===== src/hdl/tpm_core_pkg.sv =====
// constants and types for the timer counter and channel value core
package tpm_core_pkg;
   // register byte offsets
   localparam logic [7:0] OFS_TIMER_STATUS_CONTROL = 8'h00;
   localparam logic [7:0] OFS_MAIN_COUNTER_HIGH = 8'h01;
   localparam logic [7:0] OFS_MAIN_COUNTER_LOW = 8'h02;
   localparam logic [7:0] OFS_MODULUS_HIGH = 8'h03;
   localparam logic [7:0] OFS_MODULUS_LOW = 8'h04;
   localparam logic [7:0] OFS_CHANNEL_STATUS_CONTROL = 8'h05;
   localparam logic [7:0] OFS_CHANNEL_VALUE_HIGH = 8'h06;
   localparam logic [7:0] OFS_CHANNEL_VALUE_LOW = 8'h07;
   // timer status control fields
   localparam int TSC_OVERFLOW_FLAG_BIT = 7;
   localparam int TSC_OVERFLOW_IE_BIT = 6;
   localparam int TSC_CENTER_SEL_BIT = 5;
   localparam int TSC_CLOCK_SEL_LSB = 3;
   // channel status control fields
   localparam int CSC_MODE_UPPER_BIT = 5;
   localparam int CSC_MODE_LOWER_BIT = 4;
   localparam int CSC_EDGE_LSB = 2;
   localparam logic [7:0] CSC_WRITE_MASK = 8'h3C;
   localparam logic [7:0] TSC_WRITE_MASK = 8'h78;
   // reset values
   localparam logic [7:0] TSC_RESET = 8'h00;
   localparam logic [7:0] CSC_RESET = 8'h00;
   localparam logic [15:0] VALUE_RESET = 16'h0000;
   localparam logic [15:0] COUNT_ZERO = 16'h0000;
   localparam logic [15:0] COUNT_ONE = 16'h0001;
   localparam logic [15:0] COUNT_FULL = 16'hFFFF;
   // clock source codes
   localparam logic [1:0] CLK_OFF = 2'b00;
   localparam logic [1:0] CLK_BUS = 2'b01;
   localparam logic [1:0] CLK_FIXED = 2'b10;
   localparam logic [1:0] CLK_EXTERNAL = 2'b11;
   // capture edge codes
   localparam logic [1:0] EDGE_RISE = 2'b01;
   localparam logic [1:0] EDGE_FALL = 2'b10;
   localparam logic [1:0] EDGE_BOTH = 2'b11;
   localparam logic [1:0] EDGE_NONE = 2'b00;

   typedef enum logic [1:0] {
      MODE_CAPTURE = 2'b00,
      MODE_COMPARE = 2'b01,
      MODE_EDGE_PWM = 2'b11,
      MODE_CENTER_PWM = 2'b10
   } chan_mode_t;

   typedef struct packed {
      logic wr;
      logic rd;
      logic [7:0] addr;
      logic [7:0] wdata;
   } bus_req_t;
endpackage : tpm_core_pkg


===== src/hdl/timer_counter_channel_value_core.sv =====
// 16-bit timer counter with one channel value register and byte-coherent access
// Behaviour
// - channel value holds capture or compare value; reset clears it
// - capture mode: reading one value byte freezes both until other read
// - channel control write releases the value read freeze
// - compare/pwm value writes buffered, moved after both bytes, any order
// - channel control write discards half-written value, restarts pairing
// - center select 1: counter counts up/down, channel is center pwm
// - center select 0: channel is capture, compare or edge pwm
// - after reset clock select is 0:0, counter idle
// - clock select: off, bus, fixed, external; 0:1 counts every bus clock
// - counter holds while processor halted in debug
// - stop mode halts counting; wait mode runs normally
// - up mode counts zero to terminal, wraps; terminal is modulus or all ones
// - up/down: zero to modulus and back, ends one period each
// - overflow flag readable; interrupt level while flag and enable set
// - up mode sets overflow flag on terminal to zero step
// - up/down mode sets overflow flag on modulus to next lower step
// - counter byte read captures both; no fresh value until both read
// - counter byte write clears counter and pending read capture
// - center off: two mode bits pick capture, compare or edge pwm
// - upper mode bit 1 selects edge pwm regardless of lower bit
// - capture edges: 01 rising, 10 falling, 11 both
// - edge pwm: paired value moves to active only at count zero
//
// Our own choices: the plain strobed port and the register addresses.
`timescale 1ns/1ps
module timer_counter_channel_value_core
   import tpm_core_pkg::*;
(
   // clock and reset
   input wire logic sys_clk,
   input wire logic srst,
   // register port
   input wire bus_req_t bus_req,
   output logic [7:0] rdata,
   // system state
   input wire logic debug_halt,
   input wire logic stop_mode,
   input wire logic fixed_clock_tick,
   // timer pins
   input wire logic ext_clock_in,
   input wire logic capture_in,
   // interrupt request
   output logic overflow_irq
);

   logic [7:0] timer_status_control;
   logic [7:0] channel_status_control;
   logic overflow_flag;
   logic [15:0] main_counter;
   logic count_up;
   logic [15:0] modulus;
   logic [15:0] mod_wbuf;
   logic mod_hi_w, mod_lo_w;
   logic [15:0] cnt_rbuf;
   logic cnt_latched, cnt_first_hi;
   logic [15:0] channel_value;
   logic [15:0] cv_rbuf;
   logic cv_latched, cv_first_hi;
   logic [15:0] cv_wbuf;
   logic cv_hi_w, cv_lo_w;
   logic ext_prev, cap_prev;
   logic [7:0] next_rdata;

   ////////////////////////////////////////////////////////////////////////////
   // decode
   logic wr_tsc, wr_cnt, wr_mod_h, wr_mod_l, wr_csc, wr_cv_h, wr_cv_l;
   logic rd_cnt_h, rd_cnt_l, rd_cv_h, rd_cv_l;
   assign wr_tsc = bus_req.wr && bus_req.addr == OFS_TIMER_STATUS_CONTROL;
   assign wr_cnt = bus_req.wr && (bus_req.addr == OFS_MAIN_COUNTER_HIGH
                                  || bus_req.addr == OFS_MAIN_COUNTER_LOW);
   assign wr_mod_h = bus_req.wr && bus_req.addr == OFS_MODULUS_HIGH;
   assign wr_mod_l = bus_req.wr && bus_req.addr == OFS_MODULUS_LOW;
   assign wr_csc = bus_req.wr && bus_req.addr == OFS_CHANNEL_STATUS_CONTROL;
   assign wr_cv_h = bus_req.wr && bus_req.addr == OFS_CHANNEL_VALUE_HIGH;
   assign wr_cv_l = bus_req.wr && bus_req.addr == OFS_CHANNEL_VALUE_LOW;
   assign rd_cnt_h = bus_req.rd && bus_req.addr == OFS_MAIN_COUNTER_HIGH;
   assign rd_cnt_l = bus_req.rd && bus_req.addr == OFS_MAIN_COUNTER_LOW;
   assign rd_cv_h = bus_req.rd && bus_req.addr == OFS_CHANNEL_VALUE_HIGH;
   assign rd_cv_l = bus_req.rd && bus_req.addr == OFS_CHANNEL_VALUE_LOW;

   logic [1:0] clock_sel;
   logic center_aligned_select, overflow_interrupt_enable;
   logic [1:0] edge_sel;
   chan_mode_t chan_mode;
   assign clock_sel = timer_status_control[TSC_CLOCK_SEL_LSB +: 2];
   assign center_aligned_select = timer_status_control[TSC_CENTER_SEL_BIT];
   assign overflow_interrupt_enable = timer_status_control[TSC_OVERFLOW_IE_BIT];
   assign edge_sel = channel_status_control[CSC_EDGE_LSB +: 2];

   always_comb begin
      if (center_aligned_select) begin
         chan_mode = MODE_CENTER_PWM;
      end else if (channel_status_control[CSC_MODE_UPPER_BIT]) begin
         chan_mode = MODE_EDGE_PWM;
      end else if (channel_status_control[CSC_MODE_LOWER_BIT]) begin
         chan_mode = MODE_COMPARE;
      end else begin
         chan_mode = MODE_CAPTURE;
      end
   end

   ////////////////////////////////////////////////////////////////////////////
   // counting clock
   logic src_tick, tick;
   always_comb begin
      unique case (clock_sel)
         CLK_OFF: src_tick = 1'b0;
         CLK_BUS: src_tick = 1'b1;
         CLK_FIXED: src_tick = fixed_clock_tick;
         CLK_EXTERNAL: src_tick = ext_clock_in && !ext_prev;
      endcase
   end
   assign tick = src_tick && !debug_halt && !stop_mode;

   always_ff @(posedge sys_clk) begin
      if (srst) begin
         ext_prev <= 1'b0;
         cap_prev <= 1'b0;
      end else begin
         ext_prev <= ext_clock_in;
         cap_prev <= capture_in;
      end
   end

   ////////////////////////////////////////////////////////////////////////////
   // control registers
   always_ff @(posedge sys_clk) begin
      if (srst) begin
         timer_status_control <= TSC_RESET;
         channel_status_control <= CSC_RESET;
      end else begin
         if (wr_tsc) begin
            timer_status_control <= bus_req.wdata & TSC_WRITE_MASK;
         end
         if (wr_csc) begin
            channel_status_control <= bus_req.wdata & CSC_WRITE_MASK;
         end
      end
   end

   // modulus pairing; a status control write cancels a half pair
   always_ff @(posedge sys_clk) begin
      if (srst) begin
         modulus <= VALUE_RESET;
         mod_wbuf <= VALUE_RESET;
         mod_hi_w <= 1'b0;
         mod_lo_w <= 1'b0;
      end else if (wr_tsc) begin
         mod_hi_w <= 1'b0;
         mod_lo_w <= 1'b0;
      end else begin
         if (wr_mod_h) begin
            mod_wbuf[15:8] <= bus_req.wdata;
         end
         if (wr_mod_l) begin
            mod_wbuf[7:0] <= bus_req.wdata;
         end
         if ((mod_hi_w || wr_mod_h) && (mod_lo_w || wr_mod_l)) begin
            modulus <= {wr_mod_h ? bus_req.wdata : mod_wbuf[15:8],
                        wr_mod_l ? bus_req.wdata : mod_wbuf[7:0]};
            mod_hi_w <= 1'b0;
            mod_lo_w <= 1'b0;
         end else begin
            mod_hi_w <= mod_hi_w || wr_mod_h;
            mod_lo_w <= mod_lo_w || wr_mod_l;
         end
      end
   end

   ////////////////////////////////////////////////////////////////////////////
   // main counter
   logic [15:0] terminal;
   logic wrap_event, turn_event;
   assign terminal = (modulus == COUNT_ZERO) ? COUNT_FULL : modulus;
   assign wrap_event = tick && !center_aligned_select && main_counter == terminal;
   assign turn_event = tick && center_aligned_select && count_up
                       && main_counter == modulus;

   always_ff @(posedge sys_clk) begin
      if (srst) begin
         main_counter <= COUNT_ZERO;
         count_up <= 1'b1;
      end else if (wr_cnt) begin
         main_counter <= COUNT_ZERO;
         count_up <= 1'b1;
      end else if (tick) begin
         if (!center_aligned_select) begin
            count_up <= 1'b1;
            main_counter <= wrap_event ? COUNT_ZERO : main_counter + COUNT_ONE;
         end else if (count_up) begin
            if (main_counter == modulus) begin
               main_counter <= main_counter - COUNT_ONE;
               count_up <= 1'b0;
            end else begin
               main_counter <= main_counter + COUNT_ONE;
            end
         end else if (main_counter == COUNT_ZERO) begin
            main_counter <= COUNT_ONE;
            count_up <= 1'b1;
         end else begin
            main_counter <= main_counter - COUNT_ONE;
         end
      end
   end

   // overflow flag: writing 0 clears, a new overflow wins
   always_ff @(posedge sys_clk) begin
      if (srst) begin
         overflow_flag <= 1'b0;
      end else if ((wrap_event || turn_event) && !wr_cnt) begin
         overflow_flag <= 1'b1;
      end else if (wr_tsc && !bus_req.wdata[TSC_OVERFLOW_FLAG_BIT]) begin
         overflow_flag <= 1'b0;
      end
   end
   assign overflow_irq = overflow_flag && overflow_interrupt_enable;

   // counter read coherency
   always_ff @(posedge sys_clk) begin
      if (srst || wr_cnt) begin
         cnt_latched <= 1'b0;
         cnt_first_hi <= 1'b0;
         cnt_rbuf <= COUNT_ZERO;
      end else if (!cnt_latched && (rd_cnt_h || rd_cnt_l)) begin
         cnt_latched <= 1'b1;
         cnt_first_hi <= rd_cnt_h;
         cnt_rbuf <= main_counter;
      end else if (cnt_latched && ((cnt_first_hi && rd_cnt_l)
                                   || (!cnt_first_hi && rd_cnt_h))) begin
         cnt_latched <= 1'b0;
      end
   end

   ////////////////////////////////////////////////////////////////////////////
   // channel value
   logic cap_event, cv_pair_done, cv_move;
   logic [15:0] cv_pair;
   always_comb begin
      unique case (edge_sel)
         EDGE_RISE: cap_event = capture_in && !cap_prev;
         EDGE_FALL: cap_event = !capture_in && cap_prev;
         EDGE_BOTH: cap_event = capture_in != cap_prev;
         EDGE_NONE: cap_event = 1'b0;
      endcase
   end
   assign cv_pair_done = cv_hi_w && cv_lo_w;
   assign cv_pair = cv_wbuf;
   always_comb begin
      unique case (chan_mode)
         MODE_EDGE_PWM: cv_move = cv_pair_done && main_counter == COUNT_ZERO;
         MODE_CENTER_PWM: cv_move = cv_pair_done && turn_event;
         MODE_COMPARE: cv_move = cv_pair_done;
         MODE_CAPTURE: cv_move = 1'b0;
      endcase
   end

   always_ff @(posedge sys_clk) begin
      if (srst) begin
         channel_value <= VALUE_RESET;
      end else if (chan_mode == MODE_CAPTURE && cap_event) begin
         channel_value <= main_counter;
      end else if (cv_move && !wr_csc) begin
         channel_value <= cv_pair;
      end
   end

   // write pairing, either byte order
   always_ff @(posedge sys_clk) begin
      if (srst) begin
         cv_wbuf <= VALUE_RESET;
         cv_hi_w <= 1'b0;
         cv_lo_w <= 1'b0;
      end else if (wr_csc) begin
         cv_hi_w <= 1'b0;
         cv_lo_w <= 1'b0;
      end else if (chan_mode != MODE_CAPTURE) begin
         if (wr_cv_h) begin
            cv_wbuf[15:8] <= bus_req.wdata;
         end
         if (wr_cv_l) begin
            cv_wbuf[7:0] <= bus_req.wdata;
         end
         cv_hi_w <= (cv_hi_w && !cv_move) || wr_cv_h;
         cv_lo_w <= (cv_lo_w && !cv_move) || wr_cv_l;
      end
   end

   // capture read coherency
   always_ff @(posedge sys_clk) begin
      if (srst || wr_csc) begin
         cv_latched <= 1'b0;
         cv_first_hi <= 1'b0;
         cv_rbuf <= VALUE_RESET;
      end else if (chan_mode == MODE_CAPTURE && !cv_latched && (rd_cv_h || rd_cv_l)) begin
         cv_latched <= 1'b1;
         cv_first_hi <= rd_cv_h;
         cv_rbuf <= channel_value;
      end else if (cv_latched && ((cv_first_hi && rd_cv_l)
                                  || (!cv_first_hi && rd_cv_h))) begin
         cv_latched <= 1'b0;
      end
   end

   ////////////////////////////////////////////////////////////////////////////
   // read data
   logic [15:0] cnt_view, cv_view;
   assign cnt_view = cnt_latched ? cnt_rbuf : main_counter;
   assign cv_view = cv_latched ? cv_rbuf : channel_value;
   always_comb begin
      next_rdata = 8'h00;
      unique case (bus_req.addr)
         OFS_TIMER_STATUS_CONTROL: next_rdata = timer_status_control
                                   | {overflow_flag, 7'h00};
         OFS_MAIN_COUNTER_HIGH: next_rdata = cnt_view[15:8];
         OFS_MAIN_COUNTER_LOW: next_rdata = cnt_view[7:0];
         OFS_MODULUS_HIGH: next_rdata = modulus[15:8];
         OFS_MODULUS_LOW: next_rdata = modulus[7:0];
         OFS_CHANNEL_STATUS_CONTROL: next_rdata = channel_status_control;
         OFS_CHANNEL_VALUE_HIGH: next_rdata = cv_view[15:8];
         OFS_CHANNEL_VALUE_LOW: next_rdata = cv_view[7:0];
         default: next_rdata = 8'h00;
      endcase
   end

   always_ff @(posedge sys_clk) begin
      if (srst) begin
         rdata <= 8'h00;
      end else begin
         rdata <= bus_req.rd ? next_rdata : 8'h00;
      end
   end
endmodule : timer_counter_channel_value_core


===== config.mk =====
export PLATFORM = sky130hd
export DESIGN_NAME = timer_counter_channel_value_core
export DESIGN_NICKNAME = d
export VERILOG_FILES = /design/src/hdl/tpm_core_pkg.sv /design/src/hdl/timer_counter_channel_value_core.sv
export SDC_FILE = /design/constraint.sdc
export NUM_CORES = 1
export LEC_CHECK = 0
export BUFFER_PORTS_ARGS = -buffer_cell sky130_fd_sc_hd__buf_2
export CAP_MARGIN = 20
export CELL_PAD_IN_SITES_DETAIL_PLACEMENT = 1
export CELL_PAD_IN_SITES_GLOBAL_PLACEMENT = 1
export CORE_ASPECT_RATIO = 1.2
export CORE_MARGIN = 3
export CORE_UTILIZATION = 43
export CTS_CLUSTER_DIAMETER = 100
export CTS_CLUSTER_SIZE = 10
export DETAILED_ROUTE_END_ITERATION = 8
export MAX_ROUTING_LAYER = met4
export PLACE_DENSITY_LB_ADDON = 0.1
export SYNTH_ARGS = -nofsm -noshare
export SYNTH_HDL_FRONTEND = slang
export SYNTH_SLANG_ARGS = --single-unit

===== constraint.sdc =====
create_clock -name sys_clk -period 2.6 [get_ports sys_clk]
set_clock_uncertainty 0.2 [all_clocks]
set_input_delay 0.13 -clock sys_clk [delete_from_list [all_inputs] [get_ports sys_clk]]
set_output_delay 0.13 -clock sys_clk [all_outputs]
set_load 0.05 [all_outputs]

Yosys cells after proc, flatten, opt, wreduce, memory -nomap -nowiden
Cells that the tools add are included.
- equal/unequal tests: 19
- bitwise logic cells: 4
- reduce and logical (&&, ||, !) cells: 85
- multiplexer cells: 29
- add/subtract/negate cells: 2
- operators with widths (cell ; count):
    2-to-1 mux 16 bit ; 10
    one-hot mux 8 bit (8 select lines) ; 1
    logical AND 1 bit ; 41
    == test 16 bit ; 2
    == test 8 x 3 -> 1 bit (second input constant) ; 4
    logical NOT 16 bit ; 2
    adder 16 x 1 -> 16 bit (second input constant) ; 1
    == test 8 x 2 -> 1 bit (second input constant) ; 2
    2-to-1 mux 8 bit ; 2
    subtractor 16 x 1 -> 16 bit (second input constant) ; 1
    logical NOT 1 bit ; 14
    == test 2 bit (second input constant) ; 6
    logical OR 1 bit ; 12
    one-hot mux 1 bit (4 select lines) ; 3
    2-to-1 mux 1 bit ; 11
    nonzero test 2 bit ; 5
    == test 8 x 1 -> 1 bit (second input constant) ; 1
    logical NOT 8 bit ; 1
    OR 7 x 8 -> 8 bit ; 1
    == test 2 x 1 -> 1 bit (second input constant) ; 3
    logical NOT 2 bit ; 3
    AND reduction 3 bit ; 2
    OR reduction 2 bit ; 3
    2-to-1 mux 2 bit ; 2
    4 further kinds ; 6
- word-level logic and storage cells: 162
- bits of input ports: 25
- bits in registers: 140

Longest topological paths before layout
- depth after elaboration: 13
- mapped depth: 12

Worst setup path before layout
Ideal clock, no wire load.
- path kind: register -> register
- start: register main_counter[7]
- end: register main_counter[1]
- data arrival time: 2.180 ns
- cell stages (with the launch flop): 10
- setup slack: 0.099 ns
- path through: dfxtp_1 > buf_4 > nand2_1 > or4_4 > nor3_4 > nand3_2 > a211oi_4 > o31ai_2 > a221oi_1 > nor2_1
- cells in the longest elaborated chain, start to end: 4
- ends and longest elaborated chain (item ; line ; source):
    start, declared ; timer_counter_channel_value_core.sv:51 ; logic [15:0] main_counter;
    start signal, assigned ; timer_counter_channel_value_core.sv:191 ; main_counter <= wrap_event ? COUNT_ZERO : main_counter + COUNT_ONE;
    start signal, assigned ; timer_counter_channel_value_core.sv:194 ; main_counter <= main_counter - COUNT_ONE;
    start signal, assigned ; timer_counter_channel_value_core.sv:197 ; main_counter <= main_counter + COUNT_ONE;
    == test 16 bit, or another cell as far along ; timer_counter_channel_value_core.sv:193 ; if (main_counter == modulus) begin
    2-to-1 mux 16 bit, or another cell as far along ; timer_counter_channel_value_core.sv:193 ;
    2-to-1 mux 16 bit, on equally long branches ; timer_counter_channel_value_core.sv:192, timer_counter_channel_value_core.sv:191 ;
    2-to-1 mux 16 bit * ; timer_counter_channel_value_core.sv:189 ; if (!center_aligned_select) begin
Every way passes the cells marked *; elsewhere a longest branch is shown, timed or not.
A chain may end at the register's enable or synchronous reset.

Worst setup path after layout
- start: register main_counter[9]
- end: register channel_value[0]
- cells in the longest elaborated chain, start to end: 6
- ends and longest elaborated chain (item ; line ; source):
    == test 16 bit ; timer_counter_channel_value_core.sv:179 ; && main_counter == modulus;
    logical AND 1 bit ; timer_counter_channel_value_core.sv:179 ;
    logical AND 1 bit ; timer_counter_channel_value_core.sv:253 ; MODE_CENTER_PWM: cv_move = cv_pair_done && turn_event;
    one-hot mux 1 bit (4 select lines) * ; timer_counter_channel_value_core.sv:251 ; unique case (chan_mode)
    logical AND 1 bit * ; timer_counter_channel_value_core.sv:264 ; end else if (cv_move && !wr_csc) begin
    nonzero test 2 bit (no source line) * ; n/a ;
    end signal, assigned ; timer_counter_channel_value_core.sv:263 ; channel_value <= main_counter;
    end signal, assigned ; timer_counter_channel_value_core.sv:265 ; channel_value <= cv_pair;
    end, declared ; timer_counter_channel_value_core.sv:58 ; logic [15:0] channel_value;
Marked as above.

==> impl_summary.log <==
[metrics] P_leak: 3.56 nW
[metrics] initial antenna violation count: 1
[metrics] post-synthesis sequential element count: 140
[metrics] data arrival time of the critical path: 2.85 ns
[metrics] synth unique cells: 72
[metrics] Bufs on Longest Clock Path: 2
[metrics] Post-DP HPWL: 19700 um
[metrics] vias per inst: 5.98
[metrics] Comb pwr share: 0.032
[metrics] post-synthesis area per instance: 8.88 um^2
[metrics] I/O pin total: 34
[metrics] routed length per instance: 23.5 um
[metrics] outcome: finished, violations left
[metrics] remaining global-route overflow: 0
[metrics] Hold Vio Cnt, Final: 0
[metrics] CTS clk-pin slew, worst paths: 0.07 ns
[metrics] setup slack after layout: -0.105 ns
[metrics] DRC: 0
[metrics] die width: 124 um
[metrics] crit path max-delay cell type: sky130_fd_sc_hd__or4_4
[metrics] pin count of the biggest net entering global routing: 45
[metrics] final setup fails: 21
[metrics] area of the core: 16300 um^2
[metrics] TritonCTS clock tree: yes
[metrics] row count: 51
[metrics] number of H-tree levels: 4
[metrics] Die ar.: 18300 um^2
[metrics] top_reg_cell synth: sky130_fd_sc_hd__dfxtp_1
[metrics] number of buffers added by the clock tree synthesis step: 17
[metrics] Antenna Nets Post-Route: 0
[metrics] Max VDD drop: 0.510 mV
[metrics] unrepaired setup endpoints after global routing: yes
[metrics] class of the most critical hold timing path: in -> reg
[metrics] total power divided by cell area: 497 nW/um^2
[metrics] Buffers & Inverters on Critical Path: 2
[metrics] violated checks: setup timing
[metrics] sequential-to-total area share from yosys stat: 0.390
[metrics] cell area reported after detailed placement: 8270 um^2
[metrics] number of enable flip-flop cells after synthesis: 0
[metrics] switch share: 0.247
[metrics] total standard cell area after synthesis: 7190 um^2
[metrics] proportion of register bits with asynchronous set or reset after synthesis: 0
[metrics] cell-internal power: 3.54 mW
[metrics] data required time of the worst path: 2.74 ns
[metrics] total track usage: 0.308
[metrics] root buffer selected by CTS: sky130_fd_sc_hd__clkbuf_16
[metrics] Final Critical Period: 2.70 ns
[metrics] worst-skew pair later-pin latency: 0.44 ns
[metrics] post-synthesis cell count: 810
[metrics] final design area excluding fillers: 9460 um^2
[metrics] Critical Path End Type: register
[metrics] floorplan die height: 148 um
[metrics] Synth-to-Final Area Change: 31.6%
[metrics] number of clock sinks: 140
[metrics] final sum of negative setup slack: -1.16 ns
[metrics] crit-path max cell delay: 0.54 ns
[metrics] met3 Track Usage GR: 0.0513
[metrics] Final Max Slew Viols: 0
[metrics] initial core utilization: 0.440
[metrics] highest-utilization routing layer at the global route stage: met2
[metrics] Switching Power: 1.16 mW
[metrics] global placer's final weighted congestion: 0.935
[metrics] total wire length: 27400 um
[metrics] worst slew pin tran: 0.641 ns
[metrics] Pre-Repair DR Iteration Count: 5
[metrics] grt met2 use: 0.499
[metrics] category of the worst setup path launch point: register
[metrics] fmax: 0.370 GHz
[metrics] wire length of the first global-routing pass: 41400 um
[metrics] cell-by-cell listing of the critical path: or4_4, nand4b_1, buf_4, mux2_4, nor2_4, o211ai_4, o21bai_4, buf_12, nor2_2, a211oi_2
[metrics] vias: 6974
[metrics] tightest slew margin relative to the limit: 0.572
[metrics] critical path start-end classification: reg -> reg
[metrics] global routing met1 resource utilization: 0.375
[metrics] share of final-layout standard cells stronger than drive strength 1: 0.323
[metrics] worst-path fanout max: 8
[metrics] clock network fraction of total power: 0.513
[metrics] period utilisation layout: 1.04
[metrics] commonest non-fill, non-tap cells in the layout: sky130_fd_sc_hd__dfxtp_1, sky130_fd_sc_hd__buf_4, sky130_fd_sc_hd__nor2_1
[metrics] post-layout net count: 971
[metrics] leading cell type in the layout, fill and taps excluded: sky130_fd_sc_hd__dfxtp_1
[metrics] I/O Buffers: 33
[metrics] share of power burned in registers: 0.455
[metrics] kind of cell with the highest combined delay on the critical path: simple AND/OR/NAND/NOR gates
[metrics] Yosys warning total: 0
[metrics] DRC violation total after the first TritonRoute iteration: 419
[metrics] number of nets produced by synthesis: 840
[metrics] via count of the first global-routing pass: 7232
[metrics] max_cap viols: 0
## through the flow
stage                     hold WS [ns]  setup slack, ns  total power [mW]   util  cells
after detailed placement         0.164           -0.209              2.33  0.507   1110
after global routing             0.109           -0.177              4.84  0.579   1167
final                           0.0683           -0.105              4.71  0.579   1167
after floorplan                 0.0461           0.0989              2.26      -    810
after global placement           0.163           -0.152              2.32  0.507   1110
after CTS                       0.0587          -0.0496              4.72  0.561   1163
## layout make-up
type	count	area [um^2]
fillers	1916	6870
repair buffers	174	1400
clock buffers	17	425
flip-flops and latches	140	2850
well taps	212	265
diodes	1	2.50
inverters	9	33.8
multi-input cells	599	4330
clock inverters	15	156
## registers in the layout, indices dropped and copies added (netlist names), 4 cells and up
register                flops
modulus                    16
cnt_rbuf                   16
cv_rbuf                    16
main_counter               16
channel_value              16
timer_status_control        4
mod_wbuf                   16
channel_status_control      4
cv_pair                    16
rdata                       8
## what timing repair did
| item | in CTS | in global routing |
|---|---|---|
| endpoints found under the hold margin | 62 | 0 |
| setup endpoints to repair | 31 | 33 |
| setup buffers | 7 | 5 |
| hold buffers | 12 | 0 |
| cloned | 2 | 0 |
| gates resized for setup | 30 | 67 |
| pin swaps | 14 | 30 |
## logic make-up (layout without fill, tap and decap cells)
| group | after synthesis | count (layout) | share of synthesized area |
|---|---|---|---|
| other | 0 | 1 | 0 |
| DFF | 140 | 140 | 0.390 |
| xor gates and xnor gates | 11 | 11 | 0.0134 |
| buffers and inverters | 71 | 215 | 0.0487 |
| and+or+nand+nor | 312 | 312 | 0.209 |
| adders and majority gates | 5 | 5 | 0.00870 |
| AOI/OAI and AO/OA | 178 | 178 | 0.190 |
| muxes | 93 | 93 | 0.141 |
## Yosys cell counts (all sizes together) (4+ instances only)
library cell | count | share of area
nor3 | 19 | 0.016
and2 | 4 | 0.0035
a21o | 5 | 0.0052
a211oi | 38 | 0.051
or2 | 6 | 0.0052
xnor2 | 10 | 0.012
nand3 | 11 | 0.0084
o21ai | 15 | 0.011
a22oi | 6 | 0.0063
o2111a | 4 | 0.0063
dfxtp | 140 | 0.39
mux2i | 86 | 0.12
nand2 | 80 | 0.042
mux4 | 6 | 0.019
o22ai | 11 | 0.0096
inv | 9 | 0.0047
ha | 5 | 0.0087
a2111oi | 5 | 0.0087
buf | 33 | 0.029
nor2 | 123 | 0.067
nor4 | 10 | 0.0087
or3 | 4 | 0.0035
a31oi | 4 | 0.0035
clkbuf | 29 | 0.015
nor2b | 15 | 0.013
o211ai | 8 | 0.0097
a21oi | 49 | 0.035
a221oi | 11 | 0.013
and3 | 7 | 0.0061
nand2b | 13 | 0.011
## path summary, 6_finish.rpt
check | slack, ns | startpoint | depth (start not counted) | to
max | -0.10 | main_counter[9] | 10 | channel_value[0]
min | 0.07 | bus_req[11] | 7 | cnt_first_hi
max reg2reg | -0.10 | main_counter[9] | 10 | channel_value[0]
min reg2reg | 0.26 | cnt_rbuf[13] | 2 | cnt_rbuf[13]
## metal layers
layer  wire [um]  vias up  part of all wire
li1            -     3177                 -
met1       11000     3492              0.40
met4        1190        0             0.043
met2       13800      231              0.50
met5           0        -                 0
met3        1440       74             0.053
## power by group through the flow
stage / registers (mW) / clock network, mW / logic [mW]
3_5_place_dp: 2.20 / 0 / 0.132
6_report: 2.14 / 2.42 / 0.150
5_1_grt: 2.14 / 2.54 / 0.160
3_3_place_gp: 2.20 / 0 / 0.128
2_1_floorplan: 2.20 / 0 / 0.0627
4_1_cts: 2.15 / 2.43 / 0.148
## worst reg2reg max path, stage by stage, from the launching register on
cell and delay (ns):
sky130_fd_sc_hd__dfxtp_4 0.36, sky130_fd_sc_hd__or4_4 0.54, sky130_fd_sc_hd__nand4b_1 0.22, sky130_fd_sc_hd__buf_4 0.18, sky130_fd_sc_hd__mux2_4 0.26, sky130_fd_sc_hd__nor2_4 0.10
sky130_fd_sc_hd__o211ai_4 0.10, sky130_fd_sc_hd__o21bai_4 0.22, sky130_fd_sc_hd__buf_12 0.17, sky130_fd_sc_hd__nor2_2 0.05, sky130_fd_sc_hd__a211oi_2 0.22
Power figures use the tool's default switching activity.
